File: config.mk
export PLATFORM = sky130hd
export DESIGN_NAME = switch_node_config_regs
export DESIGN_NICKNAME = d
export VERILOG_FILES = /design/src/verilog/node_cfg_pkg.sv /design/src/verilog/clk_div_if.sv /design/src/verilog/switch_node_config_regs.sv /design/src/verilog/clk_div.sv
export SDC_FILE = /design/constraint.sdc
export NUM_CORES = 1
export LEC_CHECK = 0
export ABC_AREA = 0
export BUFFER_PORTS_ARGS = -buffer_cell sky130_fd_sc_hd__buf_4
export CAP_MARGIN = 20
export CELL_PAD_IN_SITES_DETAIL_PLACEMENT = 1
export CELL_PAD_IN_SITES_GLOBAL_PLACEMENT = 1
export CORE_MARGIN = 1.5
export CORE_UTILIZATION = 49
export DETAILED_ROUTE_END_ITERATION = 8
export PLACE_DENSITY = 0.91
export SYNTH_ARGS = -nofsm -noshare
export SYNTH_HDL_FRONTEND = slang
export SYNTH_SLANG_ARGS = --single-unit
File: constraint.sdc
create_clock -name mclk -period 19.25 [get_ports mclk]
set_input_delay 3.85 -clock mclk [delete_from_list [all_inputs] [get_ports mclk]]
set_output_delay 3.85 -clock mclk [all_outputs]
set_load 0.02 [all_outputs]
File: src/verilog/node_cfg_pkg.sv
// Purpose: constants and types shared by the switch node configuration bank
// Assumes: register numbers are word indexes on the configuration port
// Notes:   strap table values are plain defaults for the boot-time PLL setup
package node_cfg_pkg;
    localparam logic [7:0] REG_PLL       = 8'h06;
    localparam logic [7:0] REG_SW_DIV    = 8'h07;
    localparam logic [7:0] REG_REF_DIV   = 8'h08;
    localparam logic [7:0] REG_DIR_LOW   = 8'h0C;
    localparam logic [7:0] REG_DBG_SRC   = 8'h1F;
    localparam logic [7:0] REG_LINK_BASE = 8'h20;
    localparam int         NUM_LINKS     = 8;

    localparam int PLL_OD_LSB = 23;
    localparam int PLL_OD_W   = 3;
    localparam int PLL_F_LSB  = 8;
    localparam int PLL_F_W    = 13;
    localparam int PLL_R_LSB  = 0;
    localparam int PLL_R_W    = 7;

    localparam int              DIV_W       = 16;
    localparam logic [DIV_W-1:0] SW_DIV_RST  = 16'h0000;
    localparam logic [DIV_W-1:0] REF_DIV_RST = 16'h0003;

    localparam int DBG_PIN_BIT  = 4;
    localparam int DBG_TILE_BIT = 0;

    localparam int DIR_ENTRIES = 8;
    localparam int DIR_W       = 4;

    localparam int LS_TYPE_LSB = 24;
    localparam int LS_DST_LSB  = 16;
    localparam int LS_DIR_LSB  = 8;
    localparam int LS_NET_LSB  = 4;
    localparam int LS_JUNK_BIT = 2;
    localparam int LS_OUT_BIT  = 1;
    localparam int LS_IN_BIT   = 0;
    localparam int NET_W       = 2;

    typedef enum logic [1:0] {
        LT_PROC = 2'b00,
        LT_EXT  = 2'b01,
        LT_CTRL = 2'b10
    } link_type_t;

    typedef struct packed {
        logic [PLL_OD_W-1:0] od;
        logic [PLL_F_W-1:0]  fb;
        logic [PLL_R_W-1:0]  rdiv;
    } pll_cfg_t;

    // indexed by {boot_strap_pin_one, boot_strap_pin_zero}
    localparam pll_cfg_t STRAP_PLL [4] = '{
        '{od: 3'h1, fb: 13'h0007, rdiv: 7'h00},
        '{od: 3'h1, fb: 13'h000F, rdiv: 7'h01},
        '{od: 3'h2, fb: 13'h001F, rdiv: 7'h01},
        '{od: 3'h0, fb: 13'h0003, rdiv: 7'h00}
    };
endpackage

File: src/verilog/clk_div_if.sv
// Purpose: carries a divisor to a clock divider and its period tick back
// Assumes: single clock domain
// Notes:   ctl side owns the divisor, div side owns the tick
`timescale 1ns/1ps
interface clk_div_if;
    logic [15:0] divisor;
    logic        tick;
    modport ctl (output divisor, input tick);
    modport div (input divisor, output tick);
endinterface

File: src/verilog/switch_node_config_regs.sv
// Purpose: configuration and status register bank of the message switch node
// Assumes: pll clock is mclk; configuration port addressed by register number
// Notes:   derived clocks leave as one-cycle ticks at the divided rate
// Behaviour
// RULE1 - PLL output divider, bits 25:23, writable
// RULE2 - PLL feedback multiplier, bits 20:8, writable
// RULE3 - PLL input divider, bits 6:0, writable
// RULE4 - PLL fields start from boot strap pins
// RULE5 - switch clock = pll / (divider+1), resets 0
// RULE6 - reference clock = pll / (divider+1), resets 3
// RULE7 - eight direction entries for low id bits
// RULE8 - route by most significant mismatching id bit
// RULE9 - debug source bit 4 marks pin event
// RULE10 - debug source bit 0 marks tile event
// RULE11 - eight link registers from 0x20, order CDABGHEF
// RULE12 - bits 25:24 show inbound destination link type
// RULE13 - bits 23:16 show inbound destination link number
// RULE14 - writable 4-bit link direction, bits 11:8
// RULE15 - writable 2-bit link network, bits 5:4
// RULE16 - bit 2 set while packet is junk
// RULE17 - bit 1 set while routing out into link
// RULE18 - bit 0 set while inbound route exists
// RULE19 - software uses configuration reads and writes
// RULE20 - reserved bits read zero, ignore writes
// RULE21 - divider change without runt pulses
`timescale 1ns/1ps
module switch_node_config_regs (
    input  wire logic              mclk,
    input  wire logic              rst,
    input  wire logic              cfg_wr,
    input  wire logic              cfg_rd,
    input  wire logic [7:0]        cfg_addr,
    input  wire logic [31:0]       cfg_wdata,
    output logic      [31:0]       cfg_rdata,
    output logic                   cfg_rvalid,
    input  wire logic              boot_strap_pin_zero,
    input  wire logic              boot_strap_pin_one,
    output logic      [2:0]        pll_post_divider,
    output logic      [12:0]       pll_feedback_mult,
    output logic      [6:0]        pll_input_divider,
    output logic                   switch_clk_tick,
    output logic                   ref_clk_tick,
    input  wire logic              route_req,
    input  wire logic [7:0]        route_dest_id,
    input  wire logic [7:0]        local_node_id,
    output logic                   route_done,
    output logic                   route_local,
    output logic      [3:0]        route_dir,
    input  wire logic              dbg_pin_event,
    input  wire logic              dbg_tile_event,
    input  wire logic [7:0]        link_in_route,
    input  wire logic [7:0]        link_out_route,
    input  wire logic [7:0]        link_junk,
    input  wire logic [7:0][1:0]   link_dst_type,
    input  wire logic [7:0][7:0]   link_dst_num,
    output logic      [7:0][3:0]   link_dir,
    output logic      [7:0][1:0]   link_net
);
    logic [2:0]  pll_od_r;
    logic [12:0] pll_fb_r;
    logic [6:0]  pll_rdiv_r;
    logic        strap_done_r;
    logic [15:0] sw_div_r;
    logic [15:0] ref_div_r;
    logic [31:0] dir_table_r;
    logic        dbg_pin_r;
    logic        dbg_tile_r;
    logic [31:0] rdata_r;
    logic [31:0] rd_nxt;
    logic        rvalid_r;
    logic        route_done_r;
    logic        route_local_r;
    logic [3:0]  route_dir_r;
    logic [7:0]  mismatch;
    logic [2:0]  msb_idx;
    logic        link_sel;
    logic [31:0] link_word [8];

    node_cfg_pkg::pll_cfg_t strap_cfg;

    clk_div_if sw_if ();
    clk_div_if ref_if ();

    function automatic logic [2:0] msb_index(input logic [7:0] v);
        logic [2:0] idx;
        idx = 3'h0;
        for (int i = 0; i < 8; i++)
        begin
            if (v[i])
                idx = 3'(i);
        end
        return idx;
    endfunction

    function automatic logic wr_hit(input logic [7:0] reg_num);
        return cfg_wr && (cfg_addr == reg_num);
    endfunction

    // one decode for all eight link slots keeps the write and read windows identical
    function automatic logic link_wr_hit(input logic [2:0] idx);
        return cfg_wr && link_sel && (cfg_addr[2:0] == idx);
    endfunction

    assign link_sel  = (cfg_addr[7:3] == node_cfg_pkg::REG_LINK_BASE[7:3]); // [RULE11]
    assign strap_cfg = node_cfg_pkg::STRAP_PLL[{boot_strap_pin_one, boot_strap_pin_zero}];

    // straps are caught on the first edge after release, never in the reset branch
    always_ff @(posedge mclk or posedge rst)
    begin
        if (rst)
            strap_done_r <= 1'b0;
        else
            strap_done_r <= 1'b1;
    end

    always_ff @(posedge mclk or posedge rst)
    begin
        if (rst)
        begin
            pll_od_r   <= 3'h0;
            pll_fb_r   <= 13'h0000;
            pll_rdiv_r <= 7'h00;
        end
        else if (!strap_done_r)
        begin
            pll_od_r   <= strap_cfg.od;   // [RULE4]
            pll_fb_r   <= strap_cfg.fb;   // [RULE4]
            pll_rdiv_r <= strap_cfg.rdiv; // [RULE4]
        end
        else if (wr_hit(node_cfg_pkg::REG_PLL)) // [RULE19]
        begin
            pll_od_r   <= cfg_wdata[node_cfg_pkg::PLL_OD_LSB +: node_cfg_pkg::PLL_OD_W]; // [RULE1]
            pll_fb_r   <= cfg_wdata[node_cfg_pkg::PLL_F_LSB +: node_cfg_pkg::PLL_F_W];   // [RULE2]
            pll_rdiv_r <= cfg_wdata[node_cfg_pkg::PLL_R_LSB +: node_cfg_pkg::PLL_R_W];   // [RULE3]
        end
    end

    always_ff @(posedge mclk or posedge rst)
    begin
        if (rst)
        begin
            sw_div_r  <= node_cfg_pkg::SW_DIV_RST;  // [RULE5]
            ref_div_r <= node_cfg_pkg::REF_DIV_RST; // [RULE6]
        end
        else
        begin
            if (wr_hit(node_cfg_pkg::REG_SW_DIV))
                sw_div_r <= cfg_wdata[15:0];        // [RULE5]
            if (wr_hit(node_cfg_pkg::REG_REF_DIV))
                ref_div_r <= cfg_wdata[15:0];       // [RULE6]
        end
    end

    assign sw_if.divisor  = sw_div_r;
    assign ref_if.divisor = ref_div_r;

    clk_div #(.RST_DIV(node_cfg_pkg::SW_DIV_RST)) u_sw_div (
        .mclk (mclk),
        .rst  (rst),
        .dv   (sw_if)
    );

    clk_div #(.RST_DIV(node_cfg_pkg::REF_DIV_RST)) u_ref_div (
        .mclk (mclk),
        .rst  (rst),
        .dv   (ref_if)
    );

    always_ff @(posedge mclk or posedge rst)
    begin
        if (rst)
            dir_table_r <= 32'h00000000;
        else if (wr_hit(node_cfg_pkg::REG_DIR_LOW))
            dir_table_r <= cfg_wdata;                 // [RULE7]
    end

    // only the low eight id bits are compared; higher mismatches are the switch core's job
    assign mismatch = route_dest_id ^ local_node_id;
    assign msb_idx  = msb_index(mismatch);            // [RULE8]

    always_ff @(posedge mclk or posedge rst)
    begin
        if (rst)
        begin
            route_local_r <= 1'b0;
            route_dir_r   <= 4'h0;
        end
        else
        begin
            if (route_req)
            begin
                route_local_r <= (mismatch == 8'h00);
                route_dir_r   <= dir_table_r[msb_idx*node_cfg_pkg::DIR_W +: node_cfg_pkg::DIR_W]; // [RULE8]
            end
        end
    end

    // done pulses for every request, even when the result repeats the last one
    always_ff @(posedge mclk or posedge rst)
    begin
        if (rst)
            route_done_r <= 1'b0;
        else
            route_done_r <= route_req; // [RULE8]
    end

    // hardware events win over a software write in the same cycle
    always_ff @(posedge mclk or posedge rst)
    begin
        if (rst)
        begin
            dbg_pin_r  <= 1'b0;
            dbg_tile_r <= 1'b0;
        end
        else if (dbg_pin_event || dbg_tile_event)
        begin
            dbg_pin_r  <= dbg_pin_event;  // [RULE9]
            dbg_tile_r <= dbg_tile_event; // [RULE10]
        end
        else if (wr_hit(node_cfg_pkg::REG_DBG_SRC))
        begin
            dbg_pin_r  <= cfg_wdata[node_cfg_pkg::DBG_PIN_BIT];  // [RULE9]
            dbg_tile_r <= cfg_wdata[node_cfg_pkg::DBG_TILE_BIT]; // [RULE10]
        end
    end

    // index 0..7 stands for links C, D, A, B, G, H, E, F
    genvar g;
    generate
        for (g = 0; g < node_cfg_pkg::NUM_LINKS; g++)
        begin : g_link
            logic       in_r;
            logic       out_r;
            logic       junk_r;
            logic [1:0] type_r;
            logic [7:0] dst_r;
            logic [3:0] dir_r;
            logic [1:0] net_r;

            always_ff @(posedge mclk or posedge rst)
            begin
                if (rst)
                begin
                    in_r   <= 1'b0;
                    out_r  <= 1'b0;
                    junk_r <= 1'b0;
                    type_r <= node_cfg_pkg::LT_PROC;
                    dst_r  <= 8'h00;
                end
                else
                begin
                    in_r   <= link_in_route[g];  // [RULE18]
                    out_r  <= link_out_route[g]; // [RULE17]
                    junk_r <= link_junk[g];      // [RULE16]
                    // destination fields only mean something while routing in
                    type_r <= link_in_route[g] ? link_dst_type[g] : 2'h0; // [RULE12]
                    dst_r  <= link_in_route[g] ? link_dst_num[g] : 8'h00; // [RULE13]
                end
            end

            always_ff @(posedge mclk or posedge rst)
            begin
                if (rst)
                begin
                    dir_r <= 4'h0;
                    net_r <= 2'h0;
                end
                else if (link_wr_hit(3'(g))) // [RULE11]
                begin
                    dir_r <= cfg_wdata[node_cfg_pkg::LS_DIR_LSB +: node_cfg_pkg::DIR_W]; // [RULE14]
                    net_r <= cfg_wdata[node_cfg_pkg::LS_NET_LSB +: node_cfg_pkg::NET_W]; // [RULE15]
                end
            end

            always_comb
            begin
                link_word[g] = 32'h00000000;
                link_word[g][node_cfg_pkg::LS_TYPE_LSB +: 2] = type_r;                 // [RULE12]
                link_word[g][node_cfg_pkg::LS_DST_LSB +: 8]  = dst_r;                  // [RULE13]
                link_word[g][node_cfg_pkg::LS_DIR_LSB +: node_cfg_pkg::DIR_W] = dir_r; // [RULE14]
                link_word[g][node_cfg_pkg::LS_NET_LSB +: node_cfg_pkg::NET_W] = net_r; // [RULE15]
                link_word[g][node_cfg_pkg::LS_JUNK_BIT] = junk_r;                      // [RULE16]
                link_word[g][node_cfg_pkg::LS_OUT_BIT]  = out_r;                       // [RULE17]
                link_word[g][node_cfg_pkg::LS_IN_BIT]   = in_r;                        // [RULE18]
            end

            assign link_dir[g] = dir_r;
            assign link_net[g] = net_r;
        end
    endgenerate

    // reserved bits and unmapped numbers read zero  [RULE20]
    always_comb
    begin
        rd_nxt = 32'h00000000;
        if (link_sel)
            rd_nxt = link_word[cfg_addr[2:0]];
        else
        begin
            case (cfg_addr)
                node_cfg_pkg::REG_PLL:
                begin
                    rd_nxt[node_cfg_pkg::PLL_OD_LSB +: node_cfg_pkg::PLL_OD_W] = pll_od_r;   // [RULE1]
                    rd_nxt[node_cfg_pkg::PLL_F_LSB +: node_cfg_pkg::PLL_F_W]   = pll_fb_r;   // [RULE2]
                    rd_nxt[node_cfg_pkg::PLL_R_LSB +: node_cfg_pkg::PLL_R_W]   = pll_rdiv_r; // [RULE3]
                end
                node_cfg_pkg::REG_SW_DIV:  rd_nxt[15:0] = sw_div_r;
                node_cfg_pkg::REG_REF_DIV: rd_nxt[15:0] = ref_div_r;
                node_cfg_pkg::REG_DIR_LOW: rd_nxt = dir_table_r;
                node_cfg_pkg::REG_DBG_SRC:
                begin
                    rd_nxt[node_cfg_pkg::DBG_PIN_BIT]  = dbg_pin_r;
                    rd_nxt[node_cfg_pkg::DBG_TILE_BIT] = dbg_tile_r;
                end
                default: rd_nxt = 32'h00000000;
            endcase
        end
    end

    always_ff @(posedge mclk or posedge rst)
    begin
        if (rst)
        begin
            rdata_r  <= 32'h00000000;
            rvalid_r <= 1'b0;
        end
        else
        begin
            rvalid_r <= cfg_rd; // [RULE19]
            if (cfg_rd)
                rdata_r <= rd_nxt;
        end
    end

    assign cfg_rdata         = rdata_r;
    assign cfg_rvalid        = rvalid_r;
    assign pll_post_divider  = pll_od_r;
    assign pll_feedback_mult = pll_fb_r;
    assign pll_input_divider = pll_rdiv_r;
    assign switch_clk_tick   = sw_if.tick;
    assign ref_clk_tick      = ref_if.tick;
    assign route_done        = route_done_r;
    assign route_local       = route_local_r;
    assign route_dir         = route_dir_r;
endmodule // switch_node_config_regs

File: src/verilog/clk_div.sv
// Purpose: divide the pll clock by divisor plus one as a one-cycle tick
// Assumes: mclk stands in for the pll clock
// Notes:   new divisor is only adopted at a period boundary
`timescale 1ns/1ps
module clk_div #(
    parameter logic [15:0] RST_DIV = 16'h0000
) (
    input wire logic mclk,
    input wire logic rst,
    clk_div_if.div   dv
);
    logic [15:0] cnt_r;
    logic [15:0] div_r;
    logic        tick_r;

    // latching the divisor only at wrap avoids a runt period  [RULE21]
    always_ff @(posedge mclk or posedge rst)
    begin
        if (rst)
        begin
            cnt_r <= 16'h0000;
            div_r <= RST_DIV;
        end
        else if (cnt_r >= div_r)
        begin
            cnt_r <= 16'h0000;
            div_r <= dv.divisor;
        end
        else
        begin
            cnt_r <= cnt_r + 16'h0001;
        end
    end

    // one tick per divisor plus one cycles  [RULE5] [RULE6]
    always_ff @(posedge mclk or posedge rst)
    begin
        if (rst)
            tick_r <= 1'b0;
        else
            tick_r <= (cnt_r >= div_r);
    end

    assign dv.tick = tick_r;
endmodule // clk_div

==> out/summary.txt, run 1 <==
DRT antenna net count -> 0
Yosys warns -> 0
DR DRC count -> 0
Routed length per instance -> 30.44 um
Flops & latches, synth -> 347
Setup bufs post-CTS -> 0
Worst-Skew Late Latency -> 570 ps
Core Area -> 33360 um2
Clk sinks -> 347
Max Cap Viol -> 0
Fraction of layout cells with a size suffix above 1 -> 0.3100
Unrepaired setup endpoints after global routing -> no
Worst slew margin -> 0.1969
CP Cell Sequence -> buf_4 -> nor2b_1 -> and3_1 -> nand2_1 -> mux2i_1 -> mux2i_1
Drt total wl -> 63720 um
Post-cts hold buffer count -> 0
Starting Density -> 0.4956
PnR Total Power -> 2.083 mW
Slew Viols, Final -> 0
Worst setup endpoint -> pll_post_divider[0]
Resized Gates After CTS -> 0
DR WL met3 -> 5707 um
Routability congestion estimate from global placement -> 0.8420
Die area -> 34860 um2
Reg2reg end -> u_sw_div.div_r[5]
CTS Root Cell -> clkbuf_16
Vias/cell -> 6.506
FF-to-FF path depth -> 8
Worst path bufs/invs -> 1
Die X-Extent -> 186.7 um
HP Class -> reg2reg
Area occupied by multi-input gates -> 7330 um2
Cell area after synthesis -> 16540 um2
Crit path depth -> 6
Critical path startpoint category -> input port
# fillers -> 3388
Nets@finish -> 1823
Post-synth EDFFs -> 0
Worst Tran Pin Value -> 1205 ps
Iteration count of the initial detailed-routing pass -> 8
Global-route wire length before repair -> 89670 um
CTS buffer count -> 38
Post-synth cell types -> 65
Metal2 WL -> 31560 um
CTS tree -> built
Prevailing post-synth register cell -> dfrtp_1
H-tree levels -> 2
CP peak stage delay -> 1030 ps
Worst reg2reg setup slack -> 16080 ps
Worst path most repeated cell -> mux2i_1
Delay-heaviest family, CP -> simple AND/OR/NAND/NOR gates
Clk pin slew, worst setup/hold paths -> 60 ps
Asr flop ratio synth -> 1.000
Net count after synthesis -> 1572
Largest net degree at the start of global routing -> 111
Outcome -> finished clean
Setup_tns -> 0 ps
Syn_area_per_cell -> 12.10 um2
RR Startpoint -> u_sw_div.div_r[9]
Sequential Area -> 8688 um2
Worst vdd ir -> 0.00009136 V
Final setup vio count -> 0
Site Rows -> 67
Min Tclk post-route -> 6962 ps
Antenna Cells -> 0
Worst Path Arrival -> 7330 ps
GR Util All Layers -> 0.3350
Io pins -> 281
Area added between synthesis and finish -> 22.41%
Required @ worst endpoint -> 19620 ps
Tcrit/Tclk final -> 0.3616
M1 wire length -> 22340 um
Overflow left after global routing -> 0
Initial antenna violation count -> 0
Clk buf depth -> 3
Worst Setup SP -> cfg_addr[1]
Top Layer Used -> met4
Fmax -> 143.6 MHz
CP Capture Type -> register
DRT iter0 DRCs -> 1262
Power per cell area -> 102.9 nW/um2
Post-Syn Instances -> 1367
Input/output buffers -> 280
WS Path Type -> in2reg
Fin. Hold Viols -> 0
Die height -> 186.7 um
Number of global-route vias before repair -> 14470
Vias -> 13620
Slowest-stage cell, CP -> and3_1
HPWL after detailed placement -> 37890 um
Sequential fraction of the synthesis area -> 0.5254
Clock Skew -> 27.67 ps
Crit-path max FO -> 44
P_leak -> 9.655 nW
==> cell families after synthesis <==
kind of cell,count (synthesis),share of synthesized area
flip-flops,347,0.5254
AND/OR/NAND/NOR,347,0.1058
AO/OA/AOI/OAI,253,0.1187
multiplexers,213,0.1699
buffers and inverters,132,0.03269
XOR/XNOR,38,0.02013
adder cells (fa/ha/maj),36,0.02724
other,1,0.0002268
==> area by class of cell <==
type / count / share of cell area
flip-flops and latches: 347 / 0.4292
multi-input cells: 888 / 0.3621
repair buffers: 293 / 0.1106
clock buffers: 58 / 0.05464
well taps: 448 / 0.02769
inverters: 50 / 0.009642
clock inverters: 9 / 0.006119
==> registers in the layout, summed over array words and instances (netlist names), 32 cells and up <==
signal and flops:
dir_table_r 32, g_link.dir_r 32, g_link.dst_r 64, cfg_rdata 32
==> cells in the mapped netlist, types with 17 or more instances <==
cell / n / share of area
a222oi_1: 19 / 0.012
ha_1: 36 / 0.027
a211oi_1: 39 / 0.018
nand3_1: 17 / 0.0051
clkbuf_1: 50 / 0.011
xor2_1: 23 / 0.012
buf_2: 24 / 0.0073
inv_1: 50 / 0.011
nor2_1: 60 / 0.014
mux2_2: 91 / 0.062
mux2_1: 30 / 0.020
and2_1: 88 / 0.033
mux4_2: 38 / 0.052
dfrtp_1: 343 / 0.52
nand2_1: 125 / 0.028
a21o_1: 18 / 0.0082
o2111ai_1: 34 / 0.018
a21oi_1: 17 / 0.0051
a21boi_0: 18 / 0.0082
o211ai_1: 32 / 0.015
mux2i_1: 44 / 0.027
==> how the worst min path moves through the flow <==
| stage | cells after the start | from | endpoint | slack (ps) |
|---|---|---|---|---|
| after floorplan | 1 | u_ref_div.cnt_r[0] | u_ref_div.cnt_r[0] | 450 |
| after global placement | 1 | u_sw_div.cnt_r[0] | u_sw_div.cnt_r[0] | 470 |
| after detailed placement | 1 | u_ref_div.cnt_r[0] | u_ref_div.cnt_r[0] | 480 |
| after CTS | 1 | u_ref_div.cnt_r[0] | u_ref_div.cnt_r[0] | 490 |
| after global routing | 1 | u_sw_div.cnt_r[0] | u_sw_div.cnt_r[0] | 530 |
| final | 1 | u_ref_div.cnt_r[0] | u_ref_div.cnt_r[0] | 490 |
==> worst register-to-register path: cells and delay by family (launching register included) <==
kind / cells / cell delay [ps]
adders and majority gates: 1 / 260
buffers and inverters: 2 / 410
AOI/OAI and AO/OA: 5 / 1950
DFF: 1 / 380
==> layer usage <==
metal / GRT usage / up-vias
met5: 0 / -
met4: 0.1554 / 0
met3: 0.07749 / 295
met2: 0.5799 / 875
met1: 0.3963 / 6940
li1: - / 5508
==> cells in the final DEF, fill, tap and decap left out, types with 30 or more instances in the layout <==
cell type,instances
nand2_1,125
a211oi_1,39
mux4_2,38
inv_1,49
ha_1,36
mux2i_1,44
nor2_1,60
buf_4,291
dfrtp_1,343
o211ai_1,32
mux2_1,30
o2111ai_1,34
clkbuf_16,38
mux2_2,91
and2_1,88
==> where the power goes <==
| part | switching [mW] | internal (mW) | total (mW) |
|---|---|---|---|
| clock | 0.330 | 0.426 | 0.756 |
| combinational | 0.338 | 0.158 | 0.496 |
| sequential | 0.0459 | 0.785 | 0.831 |
==> stage by stage <==
stage	hold WS, ps	std cells	util	worst slack [ps]	instance area, um2
3_3_place_gp	470.0	2024	0.5682	12430	18960
5_1_grt	525.9	2093	0.6067	12320	20240
2_1_floorplan	446.5	1367	-	5785	16540
3_5_place_dp	481.1	2024	0.5682	12270	18960
6_report	489.2	2093	0.6067	12290	20240
4_1_cts	490.8	2091	0.6051	12610	20190
Power figures use the tool's default switching activity.
==> inputs of run 2 (changes only) <==
CORE_UTILIZATION = 45   (was 49)
PLACE_DENSITY = 0.85   (was 0.91)
clock period = 6.5 ns   (was 19.25 ns; I/O delays follow)
==> out/summary.txt, run 2 (synthesis results as in run 1) <==
Io pins -> 281 (unchanged)
Metal2 WL -> 27810 um (-12%)
Tcrit/Tclk final -> 0.5682
Largest net degree at the start of global routing -> 165 (+49%)
Crit path depth -> 6 (unchanged)
FF-to-FF path depth -> 8 (unchanged)
CP peak stage delay -> 660 ps (-370 ps)
Switching Share -> 0.3316 (-0.01145)
Net Switching -> 2.056 mW (+190%)
DR DRC count -> 0 (unchanged)
Commonest non-fill, non-tap cells in the layout -> dfrtp_1 (343), buf_4 (294), nand2_1 (125), mux2_2 (91), and2_1 (88)
Routed length per instance -> 26.24 um (-14%)
CTS Root Cell -> clkbuf_16
Worst slew margin -> 0.2923 (+0.09540)
WHS Path Cells -> 1 (unchanged)
Outcome -> finished clean
Core Area -> 36430 um2 (+9.2%)
Fmax -> 270.8 MHz
Max FFs per register -> 64 (unchanged)
Number of global-route vias before repair -> 14180 (-2.0%)
Min Tclk post-route -> 3693 ps
Setup bufs post-CTS -> 0 (unchanged)
DRT iter0 DRCs -> 1139 (-9.7%)
Fin. Hold Viols -> 0 (unchanged)
WS Path Type -> in2reg
Worst path most repeated cell -> buf_4
Top Layer Used -> met5
P_leak -> 9.692 nW (+0.38%)
Clock power frac -> 0.369 (+0.006)
Clock Skew -> 28.49 ps (+0.8184 ps)
Setup_tns -> 0 ps (unchanged)
Commonest non-fill, non-tap cell in the layout -> dfrtp_1
Clk sinks -> 347 (unchanged)
Area after DPL -> 19020 um2 (+0.34%)
CTS tree -> built
Antenna Cells -> 0 (unchanged)
Worst Tran Pin Value -> 1060 ps (-144.3 ps)
Iteration count of the initial detailed-routing pass -> 7 (-1)
Vias -> 12830 (-5.8%)
Global-route wire length before repair -> 86490 um (-3.5%)
Routability congestion estimate from global placement -> 0.8266 (-1.8%)
Clk pin slew, worst setup/hold paths -> 60 ps (about the same)
Required @ worst endpoint -> 6940 ps (-12680 ps)
Clk buf depth -> 3 (unchanged)
CP Cell Sequence -> buf_4 -> or4b_4 -> nor3_4 -> buf_4 -> nand2_2 -> mux2_1
M1 wire length -> 21690 um (-2.9%)
Critical path startpoint category -> input port
Input/output buffers -> 280 (unchanged)
Max Cap Viol -> 0 (unchanged)
Worst vdd ir -> 0.0002338 V (+160%)
HP Class -> reg2reg
# fillers -> 3744 (+11%)
Final setup vio count -> 0 (unchanged)
Power per cell area -> 305.0 nW/um2 (+200%)
Reg power frac -> 0.395 (-0.004)
Pre-CTS WS -> 2302 ps (-9964 ps)
HPWL after detailed placement -> 37740 um (-0.39%)
CTS buffer count -> 39 (+2.6%)
GR Util All Layers -> 0.2979 (-0.03710)
Area added between synthesis and finish -> 22.94%
Drt total wl -> 55520 um (-13%)
DRT antenna net count -> 0 (unchanged)
Overflow left after global routing -> 0 (unchanged)
Post-cts hold buffer count -> 0 (unchanged)
Resized Gates After CTS -> 0 (unchanged)
Vias/cell -> 6.065 (-6.8%)
Die height -> 194.7 um (+4.3%)
Die X-Extent -> 194.7 um (+4.3%)
Worst Path Arrival -> 4130 ps (-3200 ps)
Nets@finish -> 1826 (+0.16%)
Final worst setup slack -> 2807 ps (-9482 ps)
CP Capture Type -> register
Area occupied by multi-input gates -> 7330 um2 (unchanged)
Final instance area -> 20330 um2 (+0.43%)
Sequential Area -> 8688 um2 (unchanged)
Slew Viols, Final -> 0 (unchanged)
Fraction of layout cells with a size suffix above 1 -> 0.3143 (+0.004290)
Combinational Power Share -> 0.236 (-0.002)
DR WL met3 -> 3906 um (-32%)
Register with the most flip-flops -> g_link.dst_r
Die area -> 37910 um2 (+8.7%)
Worst path bufs/invs -> 2 (+1)
Internal -> 4.144 mW (+200%)
Site Rows -> 70 (+4.5%)
Delay-heaviest family, CP -> simple AND/OR/NAND/NOR gates
Initial antenna violation count -> 1 (+1)
Starting Density -> 0.4539 (-0.04177)
Unrepaired setup endpoints after global routing -> no
Worst-Skew Late Latency -> 580 ps (about the same)
Slowest-stage cell, CP -> or4b_4
Crit-path max FO -> 45 (+2.3%)
H-tree levels -> 2 (unchanged)
run 2: worst paths after layout:
| check | from | to | slack (ps) |
|---|---|---|---|
| hold / removal | u_sw_div.cnt_r[0] | u_sw_div.cnt_r[0] | 490 |
| hold reg to reg | u_sw_div.cnt_r[0] | u_sw_div.cnt_r[0] | 490 |
| max in group asynchronous | rst | route_done | 4290 |
| setup / recovery | cfg_addr[0] | dir_table_r[19] | 2810 |
| setup reg to reg | u_ref_div.div_r[9] | u_ref_div.dv.tick | 3410 |
| min in group asynchronous | rst | g_link[1].dir_r[2] | 980 |
run 2: per-layer routing:
metal / global-route usage / vias up
met2: 0.5086 / 520
met4: 0.1236 / 2
met3: 0.06785 / 125
met1: 0.3644 / 6686
met5: 0 / -
li1: - / 5501
run 2: final cells by class:
class                           instances  area share
Clock inverter                          9    0.006277
Tap cell                              468     0.02880
Inverter                               50    0.009416
Multi-Input combinational cell        888      0.3605
Clock buffer                           59     0.05810
Timing Repair Buffer                  295      0.1095
Sequential cell                       347      0.4274
run 2: through the flow:
stage	total power, mW	hold WS (ps)	instances	util
floorplan	3.385	446.5	1367	-
global placement	3.848	466.5	2048	0.5221
detailed placement	3.908	476.0	2048	0.5221
CTS	6.203	484.0	2116	0.5580
global route	6.428	505.0	2116	0.5580
finish	6.200	489.9	2116	0.5580
run 2: worst register-to-register path: stages (launching register included):
cell and delay (ps):
dfrtp_1 360, inv_1 70, ha_1 300, a21o_1 180, a21o_1 180, a221oi_2 670, buf_4 310, o21a_1 630
o21ai_0 230
run 2: power by group through the flow:
stage / clock (mW) / combinational (mW) / sequential, mW
final: 2.29 / 1.46 / 2.45
after global routing: 2.38 / 1.58 / 2.46
after CTS: 2.31 / 1.45 / 2.45
after detailed placement: 0 / 1.43 / 2.48
after global placement: 0 / 1.38 / 2.47
after floorplan: 0 / 0.904 / 2.48
==> inputs of run 3 (changes only) <==
clock period = 3.6 ns   (was 6.5 ns; I/O delays follow)
==> out/summary.txt, run 3 (synthesis results as in run 1) <==
Global-route wire length before repair -> 90940 um (+5.1%)
Iteration count of the initial detailed-routing pass -> 7 (unchanged)
Worst reg2reg setup slack -> 980 ps (-2430 ps)
CP Cell Sequence -> ha_1 -> and4_1 -> buf_4 -> nor2_1 -> mux2i_1 -> o211ai_1
Register with the most flip-flops -> g_link.dst_r
Starting Density -> 0.4539 (unchanged)
Worst Setup SP -> u_sw_div.cnt_r[15]
Slew Viols, Final -> 0 (unchanged)
Worst path bufs/invs -> 1 (-1)
CTS Root Cell -> clkbuf_16
Die X-Extent -> 194.7 um (unchanged)
Worst-Skew Late Latency -> 560 ps (-20 ps)
Delay-heaviest family, CP -> simple AND/OR/NAND/NOR gates
Routability congestion estimate from global placement -> 0.8580 (+3.8%)
Die height -> 194.7 um (unchanged)
Outcome -> finished clean
P_leak -> 9.847 nW (+1.6%)
Overflow left after global routing -> 0 (unchanged)
Initial antenna violation count -> 2 (+1)
Fmax -> 382.3 MHz
Commonest non-fill, non-tap cells in the layout -> dfrtp_1 (343), buf_4 (308), nand2_1 (125), mux2_2 (91), and2_1 (88)
Reg2reg end -> u_sw_div.div_r[10]
Routed length per instance -> 27.52 um (+4.9%)
HP Class -> in2reg
Largest net degree at the start of global routing -> 61 (-63%)
Endpoint, Worst Hold -> g_link[4].junk_r
Required @ worst endpoint -> 3990 ps (-2950 ps)
Setup bufs post-CTS -> 0 (unchanged)
PnR Total Power -> 11.56 mW (+86%)
Fin. Hold Viols -> 0 (unchanged)
Worst Tran Pin Value -> 961.9 ps (-98.48 ps)
WHS Path Cells -> 1 (unchanged)
RR Startpoint -> u_sw_div.cnt_r[15]
Worst Path Arrival -> 3010 ps (-1120 ps)
Critical path startpoint category -> register
CP peak stage delay -> 650 ps (about the same)
Core Area -> 36430 um2 (unchanged)
Fraction of layout cells with a size suffix above 1 -> 0.3201 (+0.005823)
Max Cap Viol -> 0 (unchanged)
Setup_tns -> 0 ps (unchanged)
Min Tclk post-route -> 2616 ps
DR DRC count -> 0 (unchanged)
Slowest-stage cell, CP -> and4_1
CTS tree -> built
Resized Gates After CTS -> 0 (unchanged)
Power per cell area -> 560.7 nW/um2 (+84%)
Number of global-route vias before repair -> 14690 (+3.6%)
Clk buf depth -> 3 (unchanged)
Vias/cell -> 6.207 (+2.3%)
Clk pin slew, worst setup/hold paths -> 60 ps (about the same)
Vias -> 13260 (+3.4%)
Drt total wl -> 58820 um (+5.9%)
Tcrit/Tclk final -> 0.7266
Max FFs per register -> 64 (unchanged)
Site Rows -> 70 (unchanged)
H-tree levels -> 2 (unchanged)
Clock Skew -> 16.04 ps (-12.45 ps)
Input/output buffers -> 280 (unchanged)
Post-cts hold buffer count -> 0 (unchanged)
DRT iter0 DRCs -> 1205 (+5.8%)
DRT antenna net count -> 0 (unchanged)
Worst vdd ir -> 0.0003878 V (+66%)
# fillers -> 3716 (-0.75%)
Area after DPL -> 19210 um2 (+1.0%)
CP Capture Type -> register
Hold wc startpoint -> link_junk[4]
Final setup vio count -> 0 (unchanged)
Final core occ -> 0.5656 (+0.007624)
Final worst setup slack -> 984.3 ps (-1822 ps)
Pre-CTS WS -> 599.2 ps (-1703 ps)
WS Path Type -> reg2reg
Io pins -> 281 (unchanged)
Die area -> 37910 um2 (unchanged)
Commonest non-fill, non-tap cell in the layout -> dfrtp_1
Worst slew margin -> 0.3574 (+0.06508)
HPWL after detailed placement -> 40040 um (+6.1%)
Clk sinks -> 347 (unchanged)
Crit-path max FO -> 31 (-31%)
Nets@finish -> 1844 (+0.99%)
Unrepaired setup endpoints after global routing -> no
Final instance area -> 20610 um2 (+1.4%)
Area added between synthesis and finish -> 24.62%
GR Util All Layers -> 0.3138 (+0.01592)
FF-to-FF path depth -> 6 (-2)
CTS buffer count -> 38 (-2.6%)
-- run 3: changes by cell type in the layout (fill, tap and decap cells not counted), moves of 2 or more --
cell	change
buf_4	+14
clkbuf_8	-8
clkinv_8	-2
clkinv_2	+4
buf_12	+5
bufinv_16	+7
-- run 3: area by class of cell --
type,count,area [um2],share of cell area
multi-input combinational,888,7316,0.3550
antenna,1,2.502,0.0001214
clock buffer,52,1075,0.05215
clock inverter,17,317.8,0.01542
inverter,50,191.4,0.009289
sequential,347,8688,0.4216
tap,468,585.6,0.02841
timing repair buffer,314,2432,0.1180
-- run 3: routing by layer --
layer,vias up,track usage,share of wire
met4,2,0.1377,0.041
met1,6935,0.3795,0.38
li1,5549,-,-
met5,-,0,0.00022
met3,154,0.05848,0.069
met2,624,0.5472,0.51
-- run 3: stage by stage --
step	hold slack, ps	cells
floorplan	446.5	1367
global placement	465.4	2067
detailed placement	477.5	2067
CTS	251.6	2136
global route	262.6	2136
finish	270.3	2137
-- run 3: where the power goes --
group          switching [mW]  internal (mW)
logic                    1.80          0.912
registers               0.225           4.20
clock network            1.68           2.74
-- run 3: how the worst max path moves through the flow --
stage / slack (ps) / depth (start not counted) / endpoint
floorplan: -1760 / 1 / cfg_rdata[0]
global placement: 680 / 5 / dir_table_r[17]
detailed placement: 600 / 5 / dir_table_r[28]
CTS: 1000 / 7 / u_ref_div.dv.tick
global route: 850 / 7 / u_sw_div.dv.tick
finish: 980 / 6 / u_sw_div.div_r[10]
